[src/core/mmac_pkg.sv]
// Purpose: Constants and carriers for the metering mode and accumulation
//          configuration bank.
// Assumes: Registers sit one per 32-bit word at byte address index*4.
// Notes:   Only the low byte of each word is meaningful.
package mmac_pkg;

    // Bus geometry
    localparam int unsigned ADDR_W = 18;
    localparam int unsigned DATA_W = 32;

    // Register indices and byte addresses
    localparam logic [15:0] IDX_MEAS_MODE = 16'hE700;
    localparam logic [15:0] IDX_ACC_MODE  = 16'hE701;
    localparam logic [15:0] IDX_STATUS    = 16'hE702;
    localparam logic [17:0] ADR_MEAS_MODE = {IDX_MEAS_MODE, 2'h0};
    localparam logic [17:0] ADR_ACC_MODE  = {IDX_ACC_MODE, 2'h0};
    localparam logic [17:0] ADR_STATUS    = {IDX_STATUS, 2'h0};

    // Field positions
    localparam int unsigned MM_PER_LSB  = 0;
    localparam int unsigned MM_PEAK_LSB = 2;
    localparam int unsigned AM_ACT_LSB  = 0;
    localparam int unsigned AM_VAR_LSB  = 2;

    // Reset values
    localparam logic [4:0] MM_RST = 5'h1C;
    localparam logic [7:0] AM_RST = 8'h00;

    // Period source codes
    localparam logic [1:0] PER_A   = 2'h0;
    localparam logic [1:0] PER_B   = 2'h1;
    localparam logic [1:0] PER_C   = 2'h2;
    localparam logic [1:0] PER_RSV = 2'h3;

    // Accumulation codes
    localparam logic [1:0] ACC_SIGNED = 2'h0;
    localparam logic [1:0] ACC_ABS    = 2'h3;
    localparam logic [1:0] VAR_STEER  = 2'h2;
    localparam logic [1:0] VAR_ABS    = 2'h3;

    // Avalon-MM request carrier
    typedef struct packed {
        logic              read;
        logic              write;
        logic [ADDR_W-1:0] address;
        logic [DATA_W-1:0] writedata;
        logic [3:0]        byteenable;
    } mmac_avs_req_type;

endpackage

[src/core/mmac_config.sv]
// Purpose: Mode register bank steering period, peak and pulse-path
//          accumulation of a three-phase metering datapath.
// Assumes: One clock, synchronous reset, datapath samples flagged valid.
// Notes:   Access costs two cycles; pulse outputs saturate on negation.
`timescale 1ns/1ps

module mmac_config #(
    parameter int unsigned W              = 24, // Power sample width
    parameter bit          P_HAS_REACTIVE = 1'b1 // Reactive path fitted
) (
    input  wire logic                       i_clk,             // 40 MHz clock
    input  wire logic                       i_sys_rst,         // Sync reset, high
    input  wire logic                       i_ce,              // Clock enable
    input  wire mmac_pkg::mmac_avs_req_type i_avs,             // Bus request
    output logic                            o_avs_waitrequest, // Bus stall
    output logic [mmac_pkg::DATA_W-1:0]     o_avs_readdata,    // Read data
    input  wire logic                       i_smp_valid,       // Sample strobe
    input  wire logic [2:0]                 i_zx,              // Zero crossings
    input  wire logic [2:0][W-1:0]          i_act_pwr,         // Active powers
    input  wire logic [2:0][W-1:0]          i_var_pwr,         // Reactive powers
    output logic                            o_smp_valid,       // Output strobe
    output logic                            o_period_zx,       // Period crossing
    output logic                            o_peak_zx,         // Peak crossing
    output logic [1:0]                      o_period_source_sel, // Eff. phase
    output logic [2:0]                      o_peak_phase_sel,  // Peak enables
    output logic [2:0][W-1:0]               o_act_reg,         // Act to regs
    output logic [2:0][W-1:0]               o_act_cf,          // Act to pulses
    output logic [2:0][W-1:0]               o_var_reg,         // Var to regs
    output logic [2:0][W-1:0]               o_var_cf           // Var to pulses
);

    // Whole module state in one record
    typedef struct packed {
        logic [7:0]                  am;     // Accumulation mode
        logic [4:0]                  mm;     // Measurement mode, low bits
        logic                        ack;    // Access answered this cycle
        logic [mmac_pkg::DATA_W-1:0] rdata;  // Captured read data
        logic                        vld;    // Output sample strobe
        logic                        per_zx; // Selected period crossing
        logic                        pk_zx;  // Merged peak crossing
        logic [2:0][W-1:0]           act_reg; // Signed active
        logic [2:0][W-1:0]           act_cf;  // Pulse-path active
        logic [2:0][W-1:0]           var_reg; // Signed reactive
        logic [2:0][W-1:0]           var_cf;  // Pulse-path reactive
    } mmac_state_type;

    mmac_state_type st_ff;  // Registered state
    mmac_state_type nxt_st; // Next state

    logic              req;       // Any access pending
    logic              fire;      // Access completes at this edge
    logic [1:0]        per_eff;   // Effective period phase
    logic              act_abs;   // Active pulse path absolute
    logic [1:0]        var_code;  // Effective reactive code
    logic              var_steer; // Reactive sign follows active
    logic              var_abs;   // Reactive pulse path absolute
    logic [7:0]        rd_byte;   // Read mux result
    logic [7:0]        status;    // Effective mode summary
    logic [2:0][W-1:0] act_cf_w;  // Per-phase pulse active
    logic [2:0][W-1:0] var_cf_w;  // Per-phase pulse reactive

    // Negate, saturating the most negative code to keep the sign right
    function automatic logic [W-1:0] f_neg(input logic [W-1:0] x);
        logic [W-1:0] lo;
        lo = {1'b1, {(W-1){1'b0}}};
        if (x == lo)
        begin
            f_neg = ~lo;
        end
        else
        begin
            f_neg = ~x + {{(W-1){1'b0}}, 1'b1};
        end
    endfunction

    // Access handshake; stalls while frozen so no access is lost
    assign req               = i_avs.read | i_avs.write;
    assign fire              = req & st_ff.ack & i_ce;
    assign o_avs_waitrequest = req & ~(st_ff.ack & i_ce);
    assign o_avs_readdata    = st_ff.rdata;

    // Reserved period code folds onto phase A
    assign per_eff = (st_ff.mm[1:0] == mmac_pkg::PER_RSV) ?
                     mmac_pkg::PER_A : st_ff.mm[1:0];

    // Active: only code 11 changes anything, 01 and 10 stay signed
    assign act_abs = (st_ff.am[1:0] == mmac_pkg::ACC_ABS);

    // Reactive field forced to signed on variants without it
    assign var_code  = P_HAS_REACTIVE ? st_ff.am[3:2] : mmac_pkg::ACC_SIGNED;
    assign var_steer = (var_code == mmac_pkg::VAR_STEER);
    assign var_abs   = (var_code == mmac_pkg::VAR_ABS);

    // Read-only summary of what the datapath is really doing
    assign status = {3'h0, var_code, act_abs, per_eff};

    // Read mux; reserved measurement bits read as zero
    assign rd_byte = (i_avs.address == mmac_pkg::ADR_MEAS_MODE) ? {3'h0, st_ff.mm} :
                     (i_avs.address == mmac_pkg::ADR_ACC_MODE)  ? st_ff.am :
                     (i_avs.address == mmac_pkg::ADR_STATUS)    ? status :
                     8'h00;

    // Per-phase pulse-path shaping
    genvar p;
    for (p = 0; p < 3; p++)
    begin : g_ph
        logic act_neg; // Active sample below zero
        logic var_neg; // Reactive sample below zero
        logic var_inv; // Reactive needs inversion
        assign act_neg = i_act_pwr[p][W-1];
        assign var_neg = i_var_pwr[p][W-1];
        // Zero active power counts as positive
        assign var_inv = (var_steer & act_neg) | (var_abs & var_neg);
        assign act_cf_w[p] = (act_abs & act_neg) ? f_neg(i_act_pwr[p]) :
                             i_act_pwr[p];
        assign var_cf_w[p] = var_inv ? f_neg(i_var_pwr[p]) : i_var_pwr[p];
    end

    // Next state: bus access and sample processing
    always_comb
    begin
        nxt_st = st_ff;
        // Answer one cycle after the request appears
        nxt_st.ack = req & ~st_ff.ack;
        if (req & ~st_ff.ack)
        begin
            nxt_st.rdata = {24'h000000, rd_byte};
        end
        // Writes land on the answering edge, low lane only
        if (st_ff.ack & i_avs.write & i_avs.byteenable[0])
        begin
            if (i_avs.address == mmac_pkg::ADR_MEAS_MODE)
            begin
                nxt_st.mm = i_avs.writedata[4:0];
            end
            else if (i_avs.address == mmac_pkg::ADR_ACC_MODE)
            begin
                nxt_st.am = i_avs.writedata[7:0];
                if (!P_HAS_REACTIVE)
                begin
                    nxt_st.am[3:2] = mmac_pkg::ACC_SIGNED;
                end
            end
        end
        // Datapath uses the modes held before this edge
        nxt_st.vld = i_smp_valid;
        if (i_smp_valid)
        begin
            nxt_st.per_zx  = i_zx[per_eff];
            // Crossings on every enabled phase shorten the peak period
            nxt_st.pk_zx   = |(i_zx & st_ff.mm[4:2]);
            // Register path is always signed
            nxt_st.act_reg = i_act_pwr;
            nxt_st.var_reg = i_var_pwr;
            nxt_st.act_cf  = act_cf_w;
            nxt_st.var_cf  = var_cf_w;
        end
    end

    // State register; reset restores field defaults
    always_ff @(posedge i_clk)
    begin
        if (i_sys_rst)
        begin
            st_ff    <= '0;
            st_ff.mm <= mmac_pkg::MM_RST;
            st_ff.am <= mmac_pkg::AM_RST;
        end
        else if (i_ce)
        begin
            st_ff <= nxt_st;
        end
    end

    // Outputs straight from state
    assign o_smp_valid         = st_ff.vld;
    assign o_period_zx         = st_ff.per_zx;
    assign o_peak_zx           = st_ff.pk_zx;
    assign o_period_source_sel = per_eff;
    assign o_peak_phase_sel    = st_ff.mm[4:2];
    assign o_act_reg           = st_ff.act_reg;
    assign o_act_cf            = st_ff.act_cf;
    assign o_var_reg           = st_ff.var_reg;
    assign o_var_cf            = st_ff.var_cf;
endmodule

[config.mk]
export PLATFORM = sky130hd
export DESIGN_NAME = mmac_config
export DESIGN_NICKNAME = d
export VERILOG_FILES = /design/src/core/mmac_pkg.sv /design/src/core/mmac_config.sv
export SDC_FILE = /design/constraint.sdc
export NUM_CORES = 1
export LEC_CHECK = 0
export BUFFER_PORTS_ARGS = -buffer_cell sky130_fd_sc_hd__buf_2
export CAP_MARGIN = 20
export CORE_AREA = 2 2 208 210
export DETAILED_ROUTE_END_ITERATION = 10
export DIE_AREA = 0 0 210 212
export GPL_TIMING_DRIVEN = 0
export PLACE_DENSITY = 0.75
export SLEW_MARGIN = 40
export SYNTH_ARGS = -nofsm -noshare
export SYNTH_HDL_FRONTEND = slang
export SYNTH_SLANG_ARGS = --single-unit
[constraint.sdc]
create_clock -name i_clk -period 5.9 [get_ports i_clk]
set_input_delay 0.59 -clock i_clk [delete_from_list [all_inputs] [get_ports i_clk]]
set_output_delay 0.59 -clock i_clk [all_outputs]
set_load 0.03 [all_outputs]
==> flow_metrics.tcl <==
set metrics [dict create \
    status "finished, final reports clean" \
    synth_cell_types 60 \
    ys_ff_latch 313 \
    cts_tree "built" \
    synthFlopType "dfxtp_1" \
    io_pins 536 \
    crit_type "flop to flop" \
    die_y_um 212 \
    path_cells "clkbuf_1 > mux2_1 > and2_1 > clkbuf_1 > a41oi_1 > clkbuf_1 > a21oi_1" \
    slew_headroom_pct 43.6 \
    post_cts_resized 0 \
    port_buffers 480 \
    crit_arrival_ns 3.28 \
    seq_area_frac_synth_pct 38.7 \
    hold_viol 0 \
    grt_pass1_vias 15300 \
    grt-ovfl-total 0 \
    path_delay_family "buffers and inverters" \
    cap_violations 0 \
    slowest_stage "a41oi_1" \
    drc 0 \
    syn_inst 2024 \
    yosys_warnings 0 \
    htreeDepth 2 \
    die_w_um 210 \
    start_kind "flop" \
    grt_setup_unrepaired "false" \
    cts_buffers 38 \
    tns_ns 0 \
    finClkSkew_ns 0.00893 \
    grt_max_degree 13 \
    routed_via_density 5.08 \
    wl_um 60400 \
    timing.critical_path.slowest_cell_delay_ns 0.56 \
    cellPowerDensity_mw_per_mm2 284 \
    cp_data_required_time_ns 6.31 \
    placementRows 76 \
    grt_usage_pct 25.9 \
    cts_sinks 313 \
    grt_pass1_wl_um 88200 \
    clk_pin_slew_ns 0.06 \
    fin_crit_sh_pct 48.5 \
    async_flop_share_pct 0 \
    period_needed_ns 2.86 \
    drt_pass1_iterations 6 \
    final_cells 3152 \
    start_util_pct 38.1 \
    clock_path_buffers 3 \
    postRouteAntennaNets 0 \
    netlist_area_mm2 0.0162 \
    worst_slew_pin_slew_ns 0.838 \
    hold_class "primary input to flop" \
    dp_hpwl_um 45900 \
    timing.fmax_ghz 0.349 \
    antenna_found_initial 9 \
    cp-end-kind "flop" \
    peakVddDrop_uv 198 \
    fp.coreArea_mm2 0.0425 \
    slew_violations 0 \
    critPathMaxFanout 10 \
    crit_top_cell "clkbuf_1" \
    avgSynthCellArea_um2 8.00 \
    vias 16000 \
    clkLatencyLatePin_ns 0.55 \
    nets 2780 \
    critPathBufInv 3 \
    place_congestion 0.908 \
    area_delta_synth_final_pct 28.5 \
    wire_per_inst_um 19.2 \
    cts-root-buf "clkbuf_16" \
    synth_edf_count 0 \
    cts_setup_buffers 0 \
    fillCellCount 4131 \
    leakage_uw 0.00951 \
    layout-drive-gt1-share_pct 35.2 \
    drtIter0Drc 1180 \
    dpl.cell_count 3073 \
    setup-violations-final 0 \
    hold_buffers 0 \
    dieArea_mm2 0.0445 \
]
==> cell type report <==
cell class | instances | area (um2) | area share, %
Antenna cell | 9 | 22.5 | 0.108
Buffer | 442 | 2920 | 14.1
Clock buffer | 58 | 1200 | 5.77
Clock inverter | 12 | 191 | 0.921
Inverter | 19 | 71.3 | 0.343
Multi-Input combinational cell | 1273 | 7030 | 33.8
Sequential cell | 313 | 6270 | 30.1
Tap cell | 546 | 683 | 3.29
Timing Repair Buffer | 480 | 2400 | 11.6
==> worst min-delay path: stages <==
cell and delay (ns):
buf_2 0.08, mux2i_1 0.05, nor2_1 0.07
==> power breakdown <==
group          total (uW)  switching [uW]  leakage (uW)  internal [uW]
Clock                2590             967      0.000686           1620
Sequential           2290            61.4       0.00257           2230
Combinational        1020             658       0.00626            365
Total                5900            1690       0.00951           4210
==> kinds of logic after synthesis <==
group / share of synthesized area, %
compound gates: 19.7
xor+xnor: 6.76
fa+ha+maj: 0.464
buf+inv: 18.4
flops: 38.7
mux: 1.13
other cells: 0.0232
simple gates: 14.8
==> synthesized netlist by cell type, drive strengths merged, types with 4 or more instances <==
master | instances | area, um2
a211oi | 6 | 45.0
a21oi | 317 | 1610
a31oi | 18 | 113
and2 | 4 | 25.0
and3 | 6 | 37.5
buf | 338 | 2520
clkbuf | 104 | 390
dfxtp | 313 | 6270
ha | 6 | 75.1
inv | 19 | 71.3
mux2i | 16 | 160
nand2 | 334 | 1250
nand2b | 6 | 37.5
nand3 | 18 | 90.1
nand4 | 7 | 43.8
nand4b | 5 | 43.8
nor2 | 58 | 220
nor3 | 26 | 146
nor4 | 19 | 189
nor4b | 5 | 58.8
o21ai | 174 | 871
o31ai | 28 | 210
o41ai | 21 | 184
or3 | 4 | 25.0
or4 | 13 | 116
xnor2 | 44 | 385
xor2 | 81 | 709
==> cells in the final DEF (no fill, tap or decap), types with 11 or more instances in the layout <==
| cell type | Yosys | routed |
|---|---|---|
| conb_1 | 1 | 24 |
| buf_4 | 323 | 323 |
| nor2_1 | 57 | 57 |
| a21oi_1 | 310 | 310 |
| clkbuf_8 | 0 | 11 |
| xor2_1 | 81 | 81 |
| mux2i_1 | 16 | 16 |
| clkbuf_1 | 104 | 99 |
| dfxtp_1 | 313 | 313 |
| clkbuf_2 | 0 | 11 |
| nand2_1 | 334 | 334 |
| clkbuf_16 | 0 | 41 |
| inv_1 | 19 | 19 |
| nand3_1 | 18 | 18 |
| o31ai_1 | 28 | 28 |
| a31oi_1 | 18 | 18 |
| buf_2 | 7 | 487 |
| nor3_1 | 24 | 24 |
| o21ai_0 | 166 | 166 |
| o41ai_1 | 21 | 21 |
| xnor2_1 | 44 | 44 |
| nor4_1 | 12 | 11 |
==> metal layers <==
metal / wire, um / global-route usage, % / vias to the layer above
met5: 10 / 0 / -
met4: 2130 / 9.54 / 2
met3: 4450 / 6.72 / 120
met2: 29200 / 45.4 / 690
met1: 24600 / 30.5 / 7554
li1: - / - / 7660
==> stage by stage <==
step | power, uW | hold WS (ns) | util, % | cell area, um2 | worst slack (ns)
6_report | 5900 | 0.280 | 48.9 | 20800 | 3.04
5_1_grt | 6110 | 0.264 | 48.9 | 20800 | 2.82
4_1_cts | 5940 | 0.247 | 48.9 | 20800 | 2.96
3_5_place_dp | 3350 | 0.447 | 45.6 | 19400 | 2.83
3_3_place_gp | 3330 | 0.442 | 45.5 | 19400 | 2.16
2_1_floorplan | 2980 | 0.432 | - | 16300 | 3.52
==> path summary, 6_finish.rpt <==
| path | from | end | slack, ns | cells past startpoint |
|---|---|---|---|---|
| worst max-delay path | st_ff[331] | o_var_cf[28] | 3.04 | 7 |
| worst max register to register | st_ff[331] | o_var_cf[28] | 3.04 | 7 |
| worst min register to register | o_act_reg[45] | o_act_reg[45] | 0.45 | 2 |
| worst min-delay path | i_avs[9] | st_ff[334] | 0.28 | 3 |
No activity file was read; power rests on OpenSTA's default activity.
